## src/tgw_defines.svh

```systemverilog
// Register offsets, reset values and widths of the window position bank
`ifndef TGW_DEFINES_SVH
`define TGW_DEFINES_SVH
`define TGW_ADDR_W 8
`define TGW_DATA_W 24
`define TGW_POS_W 16
`define TGW_ADDR_ILLUM_START 8'h8F
`define TGW_ADDR_ILLUM_END 8'h90
`define TGW_ADDR_CALC_START 8'h91
`define TGW_ADDR_CALC_END 8'h92
`define TGW_ADDR_PDN_START 8'h93
`define TGW_ADDR_PDN_END 8'h94
`define TGW_RST_ILLUM_START 16'h0000
`define TGW_RST_ILLUM_END 16'h2134
`define TGW_RST_CALC_START 16'h2134
`define TGW_RST_CALC_END 16'h2EE0
`define TGW_RST_PDN_START 16'h0000
`define TGW_RST_PDN_END 16'hFFFF
`define TGW_POS_ZERO 16'h0000
`define TGW_POS_STEP 16'h0001
`define TGW_RSVD_ZERO 8'h00
`define TGW_NUM_WIN 3
`endif

```

## src/tgw_pkg.sv

```systemverilog
// Types shared by the window generator
package tgw_pkg;
  typedef enum logic [2:0] {
    TGW_SEL_NONE,
    TGW_SEL_ILLUM_START,
    TGW_SEL_ILLUM_END,
    TGW_SEL_CALC_START,
    TGW_SEL_CALC_END,
    TGW_SEL_PDN_START,
    TGW_SEL_PDN_END
  } tgw_sel_t;
endpackage

```

## src/tgw_window_cmp.sv

```systemverilog
// One window comparator with a registered output
`timescale 1ns/1ps
`include "tgw_defines.svh"
module tgw_window_cmp #(
  parameter int POS_W = `TGW_POS_W
) (
  input wire logic core_clk,
  input wire logic srst,
  input wire logic [POS_W-1:0] pos,
  input wire logic [POS_W-1:0] start_pos,
  input wire logic [POS_W-1:0] end_pos,
  output logic active
);
  logic next_active;

  // Start inclusive, end exclusive; start at or past end gives no window
  always_comb begin
    next_active = (pos >= start_pos) && (pos < end_pos);
  end

  always_ff @(posedge core_clk) begin
    if (srst) begin
      active <= 1'b0;
    end else begin
      active <= next_active;
    end
  end
endmodule

```

## src/tgw_window_gen.sv

```systemverilog
// Sub-frame window generator: position counter, position registers, three windows
`timescale 1ns/1ps
`include "tgw_defines.svh"
// Summary of operation
// - Illumination enable window ends at a 16-bit programmable position, reset 2134h.
// - Calculation window begins at a 16-bit programmable position, reset 2134h.
// - Calculation window ends at a 16-bit programmable position, reset 2EE0h.
// - Power-down window begins at a 16-bit programmable position, reset zero.
// - Power-down window ends at a 16-bit programmable position, reset FFFFh.
// - Illumination enable window begins at a 16-bit programmable position, reset zero.
module tgw_window_gen
  import tgw_pkg::*;
#(
  parameter int ADDR_W = `TGW_ADDR_W,
  parameter int DATA_W = `TGW_DATA_W,
  parameter int POS_W = `TGW_POS_W
) (
  input wire logic core_clk,
  input wire logic srst,
  input wire logic subframe_start,
  input wire logic [ADDR_W-1:0] reg_addr,
  input wire logic [DATA_W-1:0] reg_wdata,
  input wire logic reg_we,
  input wire logic reg_re,
  output logic [DATA_W-1:0] reg_rdata,
  output logic [POS_W-1:0] subframe_pos,
  output logic illum_window,
  output logic calc_window,
  output logic powerdown_window
);
  logic [POS_W-1:0] illum_window_start;
  logic [POS_W-1:0] illum_window_end;
  logic [POS_W-1:0] calc_window_start;
  logic [POS_W-1:0] calc_window_end;
  logic [POS_W-1:0] powerdown_window_start;
  logic [POS_W-1:0] powerdown_window_end;
  logic [POS_W-1:0] next_illum_window_start;
  logic [POS_W-1:0] next_illum_window_end;
  logic [POS_W-1:0] next_calc_window_start;
  logic [POS_W-1:0] next_calc_window_end;
  logic [POS_W-1:0] next_powerdown_window_start;
  logic [POS_W-1:0] next_powerdown_window_end;
  logic [DATA_W-1:0] next_reg_rdata;
  logic [POS_W-1:0] next_subframe_pos;
  logic [POS_W-1:0] win_start [`TGW_NUM_WIN];
  logic [POS_W-1:0] win_end [`TGW_NUM_WIN];
  logic [`TGW_NUM_WIN-1:0] win_active;
  tgw_sel_t wr_sel;
  tgw_sel_t rd_sel;
  logic [POS_W-1:0] rd_field;

  function automatic tgw_sel_t decode(input logic [ADDR_W-1:0] addr);
    case (addr)
      `TGW_ADDR_ILLUM_START: decode = TGW_SEL_ILLUM_START;
      `TGW_ADDR_ILLUM_END: decode = TGW_SEL_ILLUM_END;
      `TGW_ADDR_CALC_START: decode = TGW_SEL_CALC_START;
      `TGW_ADDR_CALC_END: decode = TGW_SEL_CALC_END;
      `TGW_ADDR_PDN_START: decode = TGW_SEL_PDN_START;
      `TGW_ADDR_PDN_END: decode = TGW_SEL_PDN_END;
      default: decode = TGW_SEL_NONE;
    endcase
  endfunction

  // Register bank: only the low 16 bits are stored, so stray upper write bits are dropped
  always_comb begin
    wr_sel = decode(reg_addr);
    next_illum_window_start = illum_window_start;
    next_illum_window_end = illum_window_end;
    next_calc_window_start = calc_window_start;
    next_calc_window_end = calc_window_end;
    next_powerdown_window_start = powerdown_window_start;
    next_powerdown_window_end = powerdown_window_end;
    if (reg_we) begin
      case (wr_sel)
        TGW_SEL_ILLUM_START: next_illum_window_start = reg_wdata[POS_W-1:0];
        TGW_SEL_ILLUM_END: next_illum_window_end = reg_wdata[POS_W-1:0];
        TGW_SEL_CALC_START: next_calc_window_start = reg_wdata[POS_W-1:0];
        TGW_SEL_CALC_END: next_calc_window_end = reg_wdata[POS_W-1:0];
        TGW_SEL_PDN_START: next_powerdown_window_start = reg_wdata[POS_W-1:0];
        TGW_SEL_PDN_END: next_powerdown_window_end = reg_wdata[POS_W-1:0];
        default: next_illum_window_start = illum_window_start;
      endcase
    end
  end

  always_ff @(posedge core_clk) begin
    if (srst) begin
      illum_window_start <= `TGW_RST_ILLUM_START;
      illum_window_end <= `TGW_RST_ILLUM_END;
      calc_window_start <= `TGW_RST_CALC_START;
      calc_window_end <= `TGW_RST_CALC_END;
      powerdown_window_start <= `TGW_RST_PDN_START;
      powerdown_window_end <= `TGW_RST_PDN_END;
    end else begin
      illum_window_start <= next_illum_window_start;
      illum_window_end <= next_illum_window_end;
      calc_window_start <= next_calc_window_start;
      calc_window_end <= next_calc_window_end;
      powerdown_window_start <= next_powerdown_window_start;
      powerdown_window_end <= next_powerdown_window_end;
    end
  end

  // Read port: data registered one cycle after reg_re, unmapped reads return zero
  always_comb begin
    rd_sel = decode(reg_addr);
    case (rd_sel)
      TGW_SEL_ILLUM_START: rd_field = illum_window_start;
      TGW_SEL_ILLUM_END: rd_field = illum_window_end;
      TGW_SEL_CALC_START: rd_field = calc_window_start;
      TGW_SEL_CALC_END: rd_field = calc_window_end;
      TGW_SEL_PDN_START: rd_field = powerdown_window_start;
      TGW_SEL_PDN_END: rd_field = powerdown_window_end;
      default: rd_field = `TGW_POS_ZERO;
    endcase
    next_reg_rdata = reg_rdata;
    if (reg_re) begin
      next_reg_rdata = {`TGW_RSVD_ZERO, rd_field};
    end
  end

  always_ff @(posedge core_clk) begin
    if (srst) begin
      reg_rdata <= {`TGW_RSVD_ZERO, `TGW_POS_ZERO};
    end else begin
      reg_rdata <= next_reg_rdata;
    end
  end

  // Position counter; wraps at full scale if no sub-frame restart arrives
  always_comb begin
    if (subframe_start) begin
      next_subframe_pos = `TGW_POS_ZERO;
    end else begin
      next_subframe_pos = subframe_pos + `TGW_POS_STEP;
    end
  end

  always_ff @(posedge core_clk) begin
    if (srst) begin
      subframe_pos <= `TGW_POS_ZERO;
    end else begin
      subframe_pos <= next_subframe_pos;
    end
  end

  assign win_start[0] = illum_window_start;
  assign win_end[0] = illum_window_end;
  assign win_start[1] = calc_window_start;
  assign win_end[1] = calc_window_end;
  assign win_start[2] = powerdown_window_start;
  assign win_end[2] = powerdown_window_end;

  // Comparators look at the next count so each window lines up with subframe_pos
  for (genvar i = 0; i < `TGW_NUM_WIN; i++) begin : g_win
    tgw_window_cmp #(
      .POS_W(POS_W)
    ) u_cmp (
      .core_clk(core_clk),
      .srst(srst),
      .pos(next_subframe_pos),
      .start_pos(win_start[i]),
      .end_pos(win_end[i]),
      .active(win_active[i])
    );
  end

  assign illum_window = win_active[0];
  assign calc_window = win_active[1];
  assign powerdown_window = win_active[2];
endmodule

```

## config.mk

```make
export PLATFORM = sky130hd
export DESIGN_NAME = tgw_window_gen
export DESIGN_NICKNAME = d
export VERILOG_FILES = /design/src/tgw_pkg.sv /design/src/tgw_window_cmp.sv /design/src/tgw_window_gen.sv
export VERILOG_INCLUDE_DIRS = /design/src
export SDC_FILE = /design/constraint.sdc
export NUM_CORES = 1
export LEC_CHECK = 0
export BUFFER_PORTS_ARGS = -buffer_cell sky130_fd_sc_hd__buf_2
export CAP_MARGIN = 20
export CORE_ASPECT_RATIO = 1.2
export CORE_MARGIN = 2
export CORE_UTILIZATION = 57
export DETAILED_ROUTE_END_ITERATION = 16
export PLACE_DENSITY_LB_ADDON = 0.12
export SLEW_MARGIN = 20
export SYNTH_ARGS = -nofsm -noshare
export SYNTH_HDL_FRONTEND = slang
export SYNTH_SLANG_ARGS = --single-unit
```

## constraint.sdc

```tcl
create_clock -name core_clk -period 4.1 [get_ports core_clk]
set_clock_uncertainty 0.1 [all_clocks]
set_input_delay 0.41 -clock core_clk [delete_from_list [all_inputs] [get_ports core_clk]]
set_output_delay 0.41 -clock core_clk [all_outputs]
set_load 0.01 [all_outputs]
```

==> summary.md, run 1 <==
| Metric | Value |
|---|---|
| Initial Util | 0.5840 |
| Crit. End Element | flop |
| Final min period | 3.268 ns |
| CTS sink count | 131 |
| First-pass GRT wire length | 31,980 um |
| R2R depth | 11 |
| TritonCTS Buffers | 17 |
| # setup viols final | 0 |
| Leakage | 3.933 nW |
| Yosys top cell area share | 0.3392 |
| CP Launch Type | flop |
| Status | finished, final reports clean |
| Area Overhead vs Synth | 12.45% |
| Remaining DRCs | 0 |
| Critical path destination | g_win[0].u_cmp.active |
| Clock Tree Root | clkbuf_16 |
| Vias in the first global route | 6,374 |
| Mapped Avg Cell Area | 8.003 sq um |
| Register area share after synthesis | 0.3392 |
| Worst slew pin tran | 0.9806 ns |
| Horiz. Die Dim | 110.3 um |
| Antenna Cells | 0 |
| Starting DRC count in detailed routing | 438 |
| CTS resizes | 0 |
| Reg2reg setup slack | 0.83 ns |
| Synth Cell Area | 7731 sq um |
| RSZ-0062 raised after global routing | no |
| Critical Path AT | 3.45 ns |
| Fin crit share | 0.7970 |
| CTS clk-pin slew, worst paths | 0.06 ns |
| GR Util met2 | 0.4451 |
| Overall routing resource usage | 0.2841 |
| Layout cells sized above 1 | 0.1146 |
| Crit. Startpoint | subframe_pos[3] |
| WP data required | 4.29 ns |
| Initial antenna violation count | 0 |
| Post-synth EDFFs | 0 |
| RD Place Congestion | 0.8564 |
| Die Area | 14,510 sq um |
| Distinct cells, synth | 52 |
| Ys flop type | dfxtp_1 |
| Routed vias/inst | 5.820 |
| Top post-synthesis cells by area | dfxtp_1 (34%), ha_1 (15%), nand2_1 (7.9%) |
| Vias post-DR | 6,920 |
| DRT antenna net count | 0 |
| Mapped Cells | 966 |
| Row Count | 46 |
| Final WL | 19,930 um |
| I/O pins | 80 |
| Detail Placement HPWL | 14,940 um |
| Int Pwr | 2.266 mW |
| Buffers added on ports | 63 |
| Drt pass-1 iters | 5 |
| Relative max-transition margin | 0.3462 |
| Pwr Density | 338.0 nW/um^2 |
| Commonest non-fill, non-tap cell in the layout | nand2_1 |
| IR drop worst, VDD | 0.0002886 V |
| Inst Count DP | 1,157 |
| Reg-to-reg endpoint | g_win[0].u_cmp.active |
| Max Slew Vio Count | 0 |
| GR peak layer | met2 |
| Max Freq | 306.0 MHz |
| Start point of the worst hold path | reg_wdata[2] |
| Most frequent cells in the layout | nand2_1 (162), dfxtp_1 (131), ha_1 (94) |
| Largest net degree at the start of global routing | 97 |
| Hold_buf cts | 0 |
| Endpoints failing hold | 0 |
| Max-Cap Viols | 0 |
| Maximum fanout along the worst path | 6 |
| Clock network fraction of design power | 0.512 |
| Met1 Track Usage GR | 0.3938 |
| Die height | 131.6 um |
| Dpl ws | 0.8425 ns |
| WL per Instance | 16.76 um |
| M3 GR Usage | 0.04911 |
| Final worst slack | 0.8321 ns |
| Clock tree buffer depth | 2 |
| Sw Share | 0.2288 |
| Async SR Flop Fraction | 0 |
| Sequential Power Share | 0.440 |
| Comb pwr share | 0.049 |
| Clock latency on the worst-skew pair | 0.43 ns |
| CTS tree | built |
| Worst min path class | in -> reg |
| R2R Path Start | subframe_pos[3] |
| Non-Filler Instances | 1,189 |
| Post-CTS Repair Setup Buffers | 0 |
| Setup TNS Final | 0 ns |
| P_sw | 0.6725 mW |
| Total congestion overflow | 0 |
| Cell taking the most area after synthesis | dfxtp_1 |
| Crit Path Class | reg -> reg |
| Core area | 13,240 sq um |
| FF+latch count, synth | 131 |
| NumNets Final | 1,139 |
| Synth Warn # | 0 |
| H-tree levels | 4 |
## power groups by stage
stage                     clock network [mW]  registers (mW)  logic (mW)
after detailed placement                   0            1.32       0.141
after floorplan                            0            1.32      0.0788
after CTS                               1.52            1.29       0.141
final                                   1.50            1.29       0.143
after global placement                     0            1.32       0.140
after global routing                    1.57            1.29       0.155
## worst min path at each step
stage / end / slack [ns] / cells after the start
finish: illum_window_start[2] / 0.19 / 3
global route: illum_window_start[2] / 0.19 / 3
CTS: illum_window_start[2] / 0.18 / 3
detailed placement: calc_window_start[6] / 0.36 / 2
global placement: calc_window_end[3] / 0.36 / 2
floorplan: calc_window_end[12] / 0.34 / 2
## metrics by stage
| stage | utilization | hold WS (ns) | cell area, sq um | power, mW |
|---|---|---|---|---|
| final | 0.6567 | 0.1880 | 8693 | 2.939 |
| after global routing | 0.6567 | 0.1868 | 8693 | 3.015 |
| after CTS | 0.6567 | 0.1769 | 8693 | 2.951 |
| after detailed placement | 0.6129 | 0.3612 | 8113 | 1.461 |
| after global placement | 0.6129 | 0.3559 | 8113 | 1.460 |
| after floorplan | - | 0.3447 | 7757 | 1.403 |
## state kept, by name, indices dropped and copies added (netlist names)
name                    cells
calc_window_end            16
subframe_pos               16
illum_window_end           16
powerdown_window_end       16
powerdown_window_start     16
reg_rdata                  16
illum_window_start         16
calc_window_start          16
g_win.u_cmp.active          3
## worst max-delay path: stages (launching register included)
cell,delay (ns)
dfxtp_1,0.43
and4_1,0.33
nand4_1,0.18
or3_1,0.46
or3_1,0.33
nand2_1,0.26
ha_1,0.30
nand4_1,0.11
nor3_1,0.08
o21ai_0,0.07
a21oi_1,0.08
a211oi_1,0.38
## synth_stat cells, drive strengths merged, types with 13 or more instances
library cell,number
a311oi,16
nand2,162
ha,94
a22o,16
dfxtp,131
nand4,16
a22oi,16
nor3,17
a21o,13
buf,24
a221oi,16
inv,93
nand3b,24
a21oi,88
o21ai,14
nand3,36
nor2,59
clkbuf,40
## layer usage
layer,vias up,share of wire
li1,3443,-
met1,3239,0.46
met2,215,0.46
met3,23,0.058
met4,0,0.016
met5,-,0
## layout make-up
type                            instances  area [sq um]
Fill cell                            1207          4544
Clock inverter                         10         106.4
Clock buffer                           22         474.2
Timing Repair Buffer                   80         445.4
Multi-Input combinational cell        685          4486
Inverter                               93         349.1
Tap cell                              168         210.2
Sequential cell                       131          2623
## logic make-up (layout without fill, tap and decap cells)
| family | count (synthesis) | after routing | synth area share |
|---|---|---|---|
| AOI/OAI and AO/OA | 216 | 216 | 0.1881 |
| xor gates and xnor gates | 13 | 13 | 0.01473 |
| adders and majority gates | 94 | 94 | 0.1521 |
| buffers and inverters | 157 | 205 | 0.08480 |
| DFF | 131 | 131 | 0.3392 |
| other | 1 | 8 | 0.0004850 |
| and+or+nand+nor | 354 | 354 | 0.2206 |
No activity file was read; power rests on OpenSTA's default activity.
==> inputs of run 2 (changes only) <==
clock period = 3.3 ns   (was 4.1 ns; I/O delays follow)
==> run 2 against run 1 <==
  * Count of clock-buffer cells in the layout is 3 lower
  * Non-clock buffer count is 8 higher
  * Sequential power is 25% higher
  * Register-to-register slack worse by 0.54 ns
  * Fmax is 8.8% higher
  * Critical path type unchanged
  * Largest cell class unchanged
  * Highest routed layer unchanged
==> summary.md, run 2 (synthesis results as in run 1) <==
| Metric | Value |
|---|---|
| RD Place Congestion | 0.8680 (+1.4%) |
| Most frequent cells in the layout | nand2_1 (162), dfxtp_1 (131), ha_1 (94) |
| CTS clk-pin slew, worst paths | 0.06 ns (about the same) |
| Max-Cap Viols | 0 (unchanged) |
| Sequential Power Share | 0.398 (-0.042) |
| Clock tree buffer depth | 2 (unchanged) |
| WP data required | 3.49 ns (-0.80 ns) |
| First-pass GRT wire length | 32,730 um (+2.4%) |
| Initial Util | 0.5840 (unchanged) |
| CTS resizes | 0 (unchanged) |
| Sw Share | 0.2118 (-0.01702) |
| Final WL | 20,720 um (+4.0%) |
| I/O pins | 80 (unchanged) |
| Row Count | 46 (unchanged) |
| Inst Count DP | 1,165 (+0.69%) |
| Crit path largest cell delay | 0.46 ns (about the same) |
| Layout cells sized above 1 | 0.1234 (+0.008827) |
| Hold_buf cts | 0 (unchanged) |
| Vias in the first global route | 6,458 (+1.3%) |
| NumNets Final | 1,147 (+0.70%) |
| Buffers added on ports | 63 (unchanged) |
| Clock latency on the worst-skew pair | 0.42 ns (about the same) |
| Non-Filler Instances | 1,197 (+0.67%) |
| Core area | 13,240 sq um (unchanged) |
| Status | finished, final reports clean |
| WL per Instance | 17.31 um (+3.3%) |
| P_sw | 0.8562 mW (+27%) |
| Remaining DRCs | 0 (unchanged) |
| CTS sink count | 131 (unchanged) |
| Drt pass-1 iters | 5 (unchanged) |
| # setup viols final | 0 (unchanged) |
| Clock Tree Root | clkbuf_16 |
| Worst slew pin tran | 0.8939 ns (-0.08677 ns) |
| Worst path slowest cell | or3_1 |
| Total congestion overflow | 0 (unchanged) |
| Routed vias/inst | 5.881 (+1.1%) |
| CP Buf/Inv Count | 0 (unchanged) |
| Overall routing resource usage | 0.2907 (+0.006654) |
| Initial antenna violation count | 0 (unchanged) |
| Reg2reg setup slack | 0.30 ns (-0.54 ns) |
| Leakage | 4.029 nW (+2.4%) |
| CP cell instances | and4_1 > nand4_1 > or3_1 > or3_1 > nand2_1 > ha_1 > nand4_1 > nor4_1 > o31a_1 > a211oi_1 |
| Pwr Density | 454.6 nW/um^2 (+34%) |
| Commonest non-fill, non-tap cell in the layout | nand2_1 |
| Comb pwr share | 0.044 (-0.005) |
| Crit Path Class | reg -> reg |
| IR drop worst, VDD | 0.0003012 V (+4.4%) |
| Vias post-DR | 7,040 (+1.7%) |
| Largest net degree at the start of global routing | 87 (-10%) |
| Starting DRC count in detailed routing | 608 (+39%) |
| Post-CTS Repair Setup Buffers | 0 (unchanged) |
| Fin crit share | 0.9104 (+0.1134) |
| Relative max-transition margin | 0.4041 (+0.05784) |
| Detail Placement HPWL | 14,910 um (-0.19%) |
| CTS tree | built |
| Critical Path AT | 3.20 ns (-0.25 ns) |
| H-tree levels | 4 (unchanged) |
| Max Slew Vio Count | 0 (unchanged) |
| Maximum fanout along the worst path | 6 (unchanged) |
| Final min period | 3.004 ns (-0.2635 ns) |
| Die height | 131.6 um (unchanged) |
| Antenna Cells | 0 (unchanged) |
| Horiz. Die Dim | 110.3 um (unchanged) |
| Int Pwr | 3.186 mW (+41%) |
| Endpoints failing hold | 0 (unchanged) |
| CP Launch Type | flop |
| TritonCTS Buffers | 17 (unchanged) |
| Setup TNS Final | 0 ns (unchanged) |
| Area Overhead vs Synth | 15.00% |
| Max Freq | 332.8 MHz (+8.8%) |
| Clock network fraction of design power | 0.558 (+0.046) |
| DRT antenna net count | 0 (unchanged) |
| Crit. End Element | flop |
| RSZ-0062 raised after global routing | no |
| Worst min path class | in -> reg |
| CP top delay family | simple AND/OR/NAND/NOR gates |
| Die Area | 14,510 sq um (unchanged) |
==> run 2: path summary, 6_finish.rpt <==
check,startpoint,cells past startpoint,endpoint
setup / recovery,subframe_pos[3],10,g_win[2].u_cmp.active
hold / removal,reg_wdata[7],3,illum_window_start[7]
setup reg to reg,subframe_pos[3],10,g_win[2].u_cmp.active
hold reg to reg,illum_window_end[11],2,illum_window_end[11]
==> run 2: layout make-up <==
| class | count | area, sq um |
|---|---|---|
| Multi-Input combinational cell | 685 | 4486 |
| Fill cell | 1176 | 4347 |
| Sequential cell | 131 | 2623 |
| Timing Repair Buffer | 88 | 518.0 |
| Clock buffer | 19 | 452.9 |
| Inverter | 93 | 349.1 |
| Clock inverter | 13 | 252.7 |
| Tap cell | 168 | 210.2 |
==> run 2: worst min-delay path, cell delays in order <==
cell	delay, ns
buf_2	0.15
nand2_1	0.07
a21oi_1	0.05
==> run 2: layer usage <==
layer	GRT usage	wire, um
met1	0.4026	9375
met2	0.4482	9593
met3	0.05258	1273
met4	0.1069	478
met5	0	0
==> run 2: stage by stage <==
stage / worst slack [ns] / hold WS, ns / utilization / power, mW / cell area [sq um]
2_1_floorplan: 0.4407 / 0.3447 / - / 1.743 / 7757
3_3_place_gp: 0.3445 / 0.3563 / 0.6183 / 1.812 / 8185
3_5_place_dp: 0.3164 / 0.3601 / 0.6183 / 1.814 / 8185
4_1_cts: 0.2986 / 0.1062 / 0.6716 / 4.059 / 8891
5_1_grt: 0.002561 / 0.1148 / 0.6716 / 4.145 / 8891
6_report: 0.2956 / 0.1245 / 0.6716 / 4.042 / 8891
==> run 2: power by group through the flow <==
stage                     Combinational, mW  Clock [mW]  Sequential (mW)
after floorplan                      0.0980           0             1.64
after global placement                0.171           0             1.64
after detailed placement              0.172           0             1.64
after CTS                             0.175        2.28             1.61
after global routing                  0.191        2.35             1.61
final                                 0.178        2.26             1.61
==> inputs of run 3 (changes only) <==
PLACE_DENSITY = 0.87   (was not set)
PLACE_DENSITY_LB_ADDON = not set   (was 0.12)
==> run 3 against run 2 <==
  * Die area stayed put
  * Critical path depth stayed put
  * Worst setup slack worse by 0.077 ns
  * Utilization is 1.9 points lower
  * Combinational power hardly changed
  * Sequential power hardly changed
  * Register-to-register slack worse by 0.08 ns
  * Count of clock-buffer cells in the layout is 6 higher
  * Cell count is 1.1% lower
  * Design area is 2.8% lower
  * First-iteration DRC count is 14% higher
  * Largest power group unchanged
==> summary.md, run 3 (synthesis results as in run 1) <==
| Metric | Value |
|---|---|
| Multi-input logic area | 4494 sq um (+0.20%) |
| H-tree levels | 4 (unchanged) |
| Met3 WL | 1596 um (+25%) |
| Worst min path class | in -> reg |
| Max Slew Vio Count | 0 (unchanged) |
| Total power | 3.448 mW (-15%) |
| CP Buf/Inv Count | 0 (unchanged) |
| NumNets Final | 1,141 (-0.52%) |
| Crit path largest cell delay | 0.45 ns (about the same) |
| Row Count | 46 (unchanged) |
| Final min period | 3.082 ns (+0.07731 ns) |
| TritonCTS Buffers | 17 (unchanged) |
| Die height | 131.6 um (unchanged) |
| Vias post-DR | 7,355 (+4.5%) |
| Routed vias/inst | 6.212 (+5.6%) |
| Core area | 13,240 sq um (unchanged) |
| Total congestion overflow | 0 (unchanged) |
| Vias in the first global route | 7,121 (+10%) |
| Final worst slack | 0.2183 ns (-0.07731 ns) |
| WL per Instance | 17.55 um (+1.4%) |
| Drt pass-1 iters | 5 (unchanged) |
| Overall routing resource usage | 0.2925 (+0.001742) |
| RD Place Congestion | 0.9121 (+5.1%) |
| Final hold slack | 0.1194 ns (-0.005062 ns) |
| IR drop worst, VDD | 0.0002776 V (-7.8%) |
| Endpoints failing hold | 0 (unchanged) |
| Initial antenna violation count | 1 (+1) |
| Fin crit share | 0.9338 (+0.02343) |
| Detail Placement HPWL | 14,920 um (about the same) |
| Die Area | 14,510 sq um (unchanged) |
| Routed metal-1 wire length | 8298 um (-11%) |
| Dpl ws | 0.2204 ns (-0.09603 ns) |
| Most frequent cells in the layout | nand2_1 (161), dfxtp_1 (131), ha_1 (94) |
| CTS resizes | 0 (unchanged) |
| Top Metal Used | met5 |
| Leakage | 3.904 nW (-3.1%) |
| Initial Util | 0.5840 (unchanged) |
| Inst Count DP | 1,159 (-0.52%) |
| Dpl cell area | 8128 sq um (-0.70%) |
| DRT antenna net count | 0 (unchanged) |
| CP cell instances | and4_1 > nand4_1 > or3_1 > or3_1 > nand2_2 > ha_1 > nand4_1 > nor4_2 > o31a_1 > a211oi_1 |
| Status | finished, final reports clean |
| CP Launch Type | flop |
| Area Overhead vs Synth | 11.78% |
| Commonest non-fill, non-tap cell in the layout | nand2_1 |
| Antenna Cells | 0 (unchanged) |
| WP data required | 3.49 ns (about the same) |
| Fillers | 1,060 (-9.9%) |
| CTS tree | built |
| Setup TNS Final | 0 ns (unchanged) |
| Post-CTS Repair Setup Buffers | 0 (unchanged) |
| RSZ-0062 raised after global routing | no |
| Clock Tree Root | clkbuf_16 |
| Largest net degree at the start of global routing | 94 (+8.0%) |
| Relative max-transition margin | 0.3575 (-0.04659) |
| Layout cells sized above 1 | 0.1112 (-0.01220) |
| Crit. End Element | flop |
| Routed wire length on met2 | 10,110 um (+5.4%) |
| Max-Cap Viols | 0 (unchanged) |
| # setup viols final | 0 (unchanged) |
| Starting DRC count in detailed routing | 693 (+14%) |
| Non-Filler Instances | 1,184 (-1.1%) |
| Remaining DRCs | 0 (unchanged) |
| Clock tree buffer depth | 2 (unchanged) |
| Clock latency on the worst-skew pair | 0.42 ns (about the same) |
| CTS clk-pin slew, worst paths | 0.05 ns (about the same) |
| Final WL | 20,780 um (+0.29%) |
| Horiz. Die Dim | 110.3 um (unchanged) |
| First-pass GRT wire length | 33,580 um (+2.6%) |
| Buffers added on ports | 63 (unchanged) |
| CP top delay family | simple AND/OR/NAND/NOR gates |
| Critical Path AT | 3.27 ns (+0.07 ns) |
| Pwr Density | 399.0 nW/um^2 (-12%) |
| Register area | 2623 sq um (unchanged) |
| I/O pins | 80 (unchanged) |
| Maximum fanout along the worst path | 6 (unchanged) |
| Worst path slowest cell | or3_1 |
| Final core utilization | 0.6528 (-0.01881) |
| Cell area after layout | 8642 sq um (-2.8%) |
| Worst slew pin tran | 0.9637 ns (+0.06988 ns) |
| Max Freq | 324.5 MHz (-2.5%) |
| Crit Path Class | reg -> reg |
| Hold_buf cts | 0 (unchanged) |
| CTS sink count | 131 (unchanged) |
==> run 3: cell types whose count changed in the layout (fill, tap and decap cells not counted), moves of 2 or more <==
cell,previous run,this run
buf_4,25,20
bufinv_16,7,0
clkbuf_1,0,3
clkbuf_8,2,5
clkinv_2,2,0
clkinvlp_4,2,0
==> run 3: where the power goes <==
part	total [mW]	internal, mW	switching [mW]
sequential	1.61	1.60	0.0113
combinational	0.176	0.0557	0.121
clock	1.66	1.03	0.634
==> run 3: area by class of cell <==
class | instances | area share
clock buffers | 25 | 0.05849
repair buffers | 82 | 0.05328
multi-input cells | 685 | 0.5201
inverters | 93 | 0.04039
flip-flops and latches | 131 | 0.3035
well taps | 168 | 0.02432
==> run 3: path summary, 6_finish.rpt <==
check	slack, ns	depth (start not counted)	startpoint	endpoint
worst min-delay path	0.12	2	reg_wdata[8]	calc_window_start[8]
worst min register to register	0.37	2	illum_window_end[11]	illum_window_end[11]
worst max-delay path	0.22	10	subframe_pos[3]	g_win[2].u_cmp.active
worst max register to register	0.22	10	subframe_pos[3]	g_win[2].u_cmp.active
==> run 3: metal layers <==
layer | vias to the layer above | GRT usage
met4 | 2 | 0.1146
met1 | 3459 | 0.3512
met2 | 368 | 0.4952
met3 | 80 | 0.06895
li1 | 3446 | -
met5 | - | 0
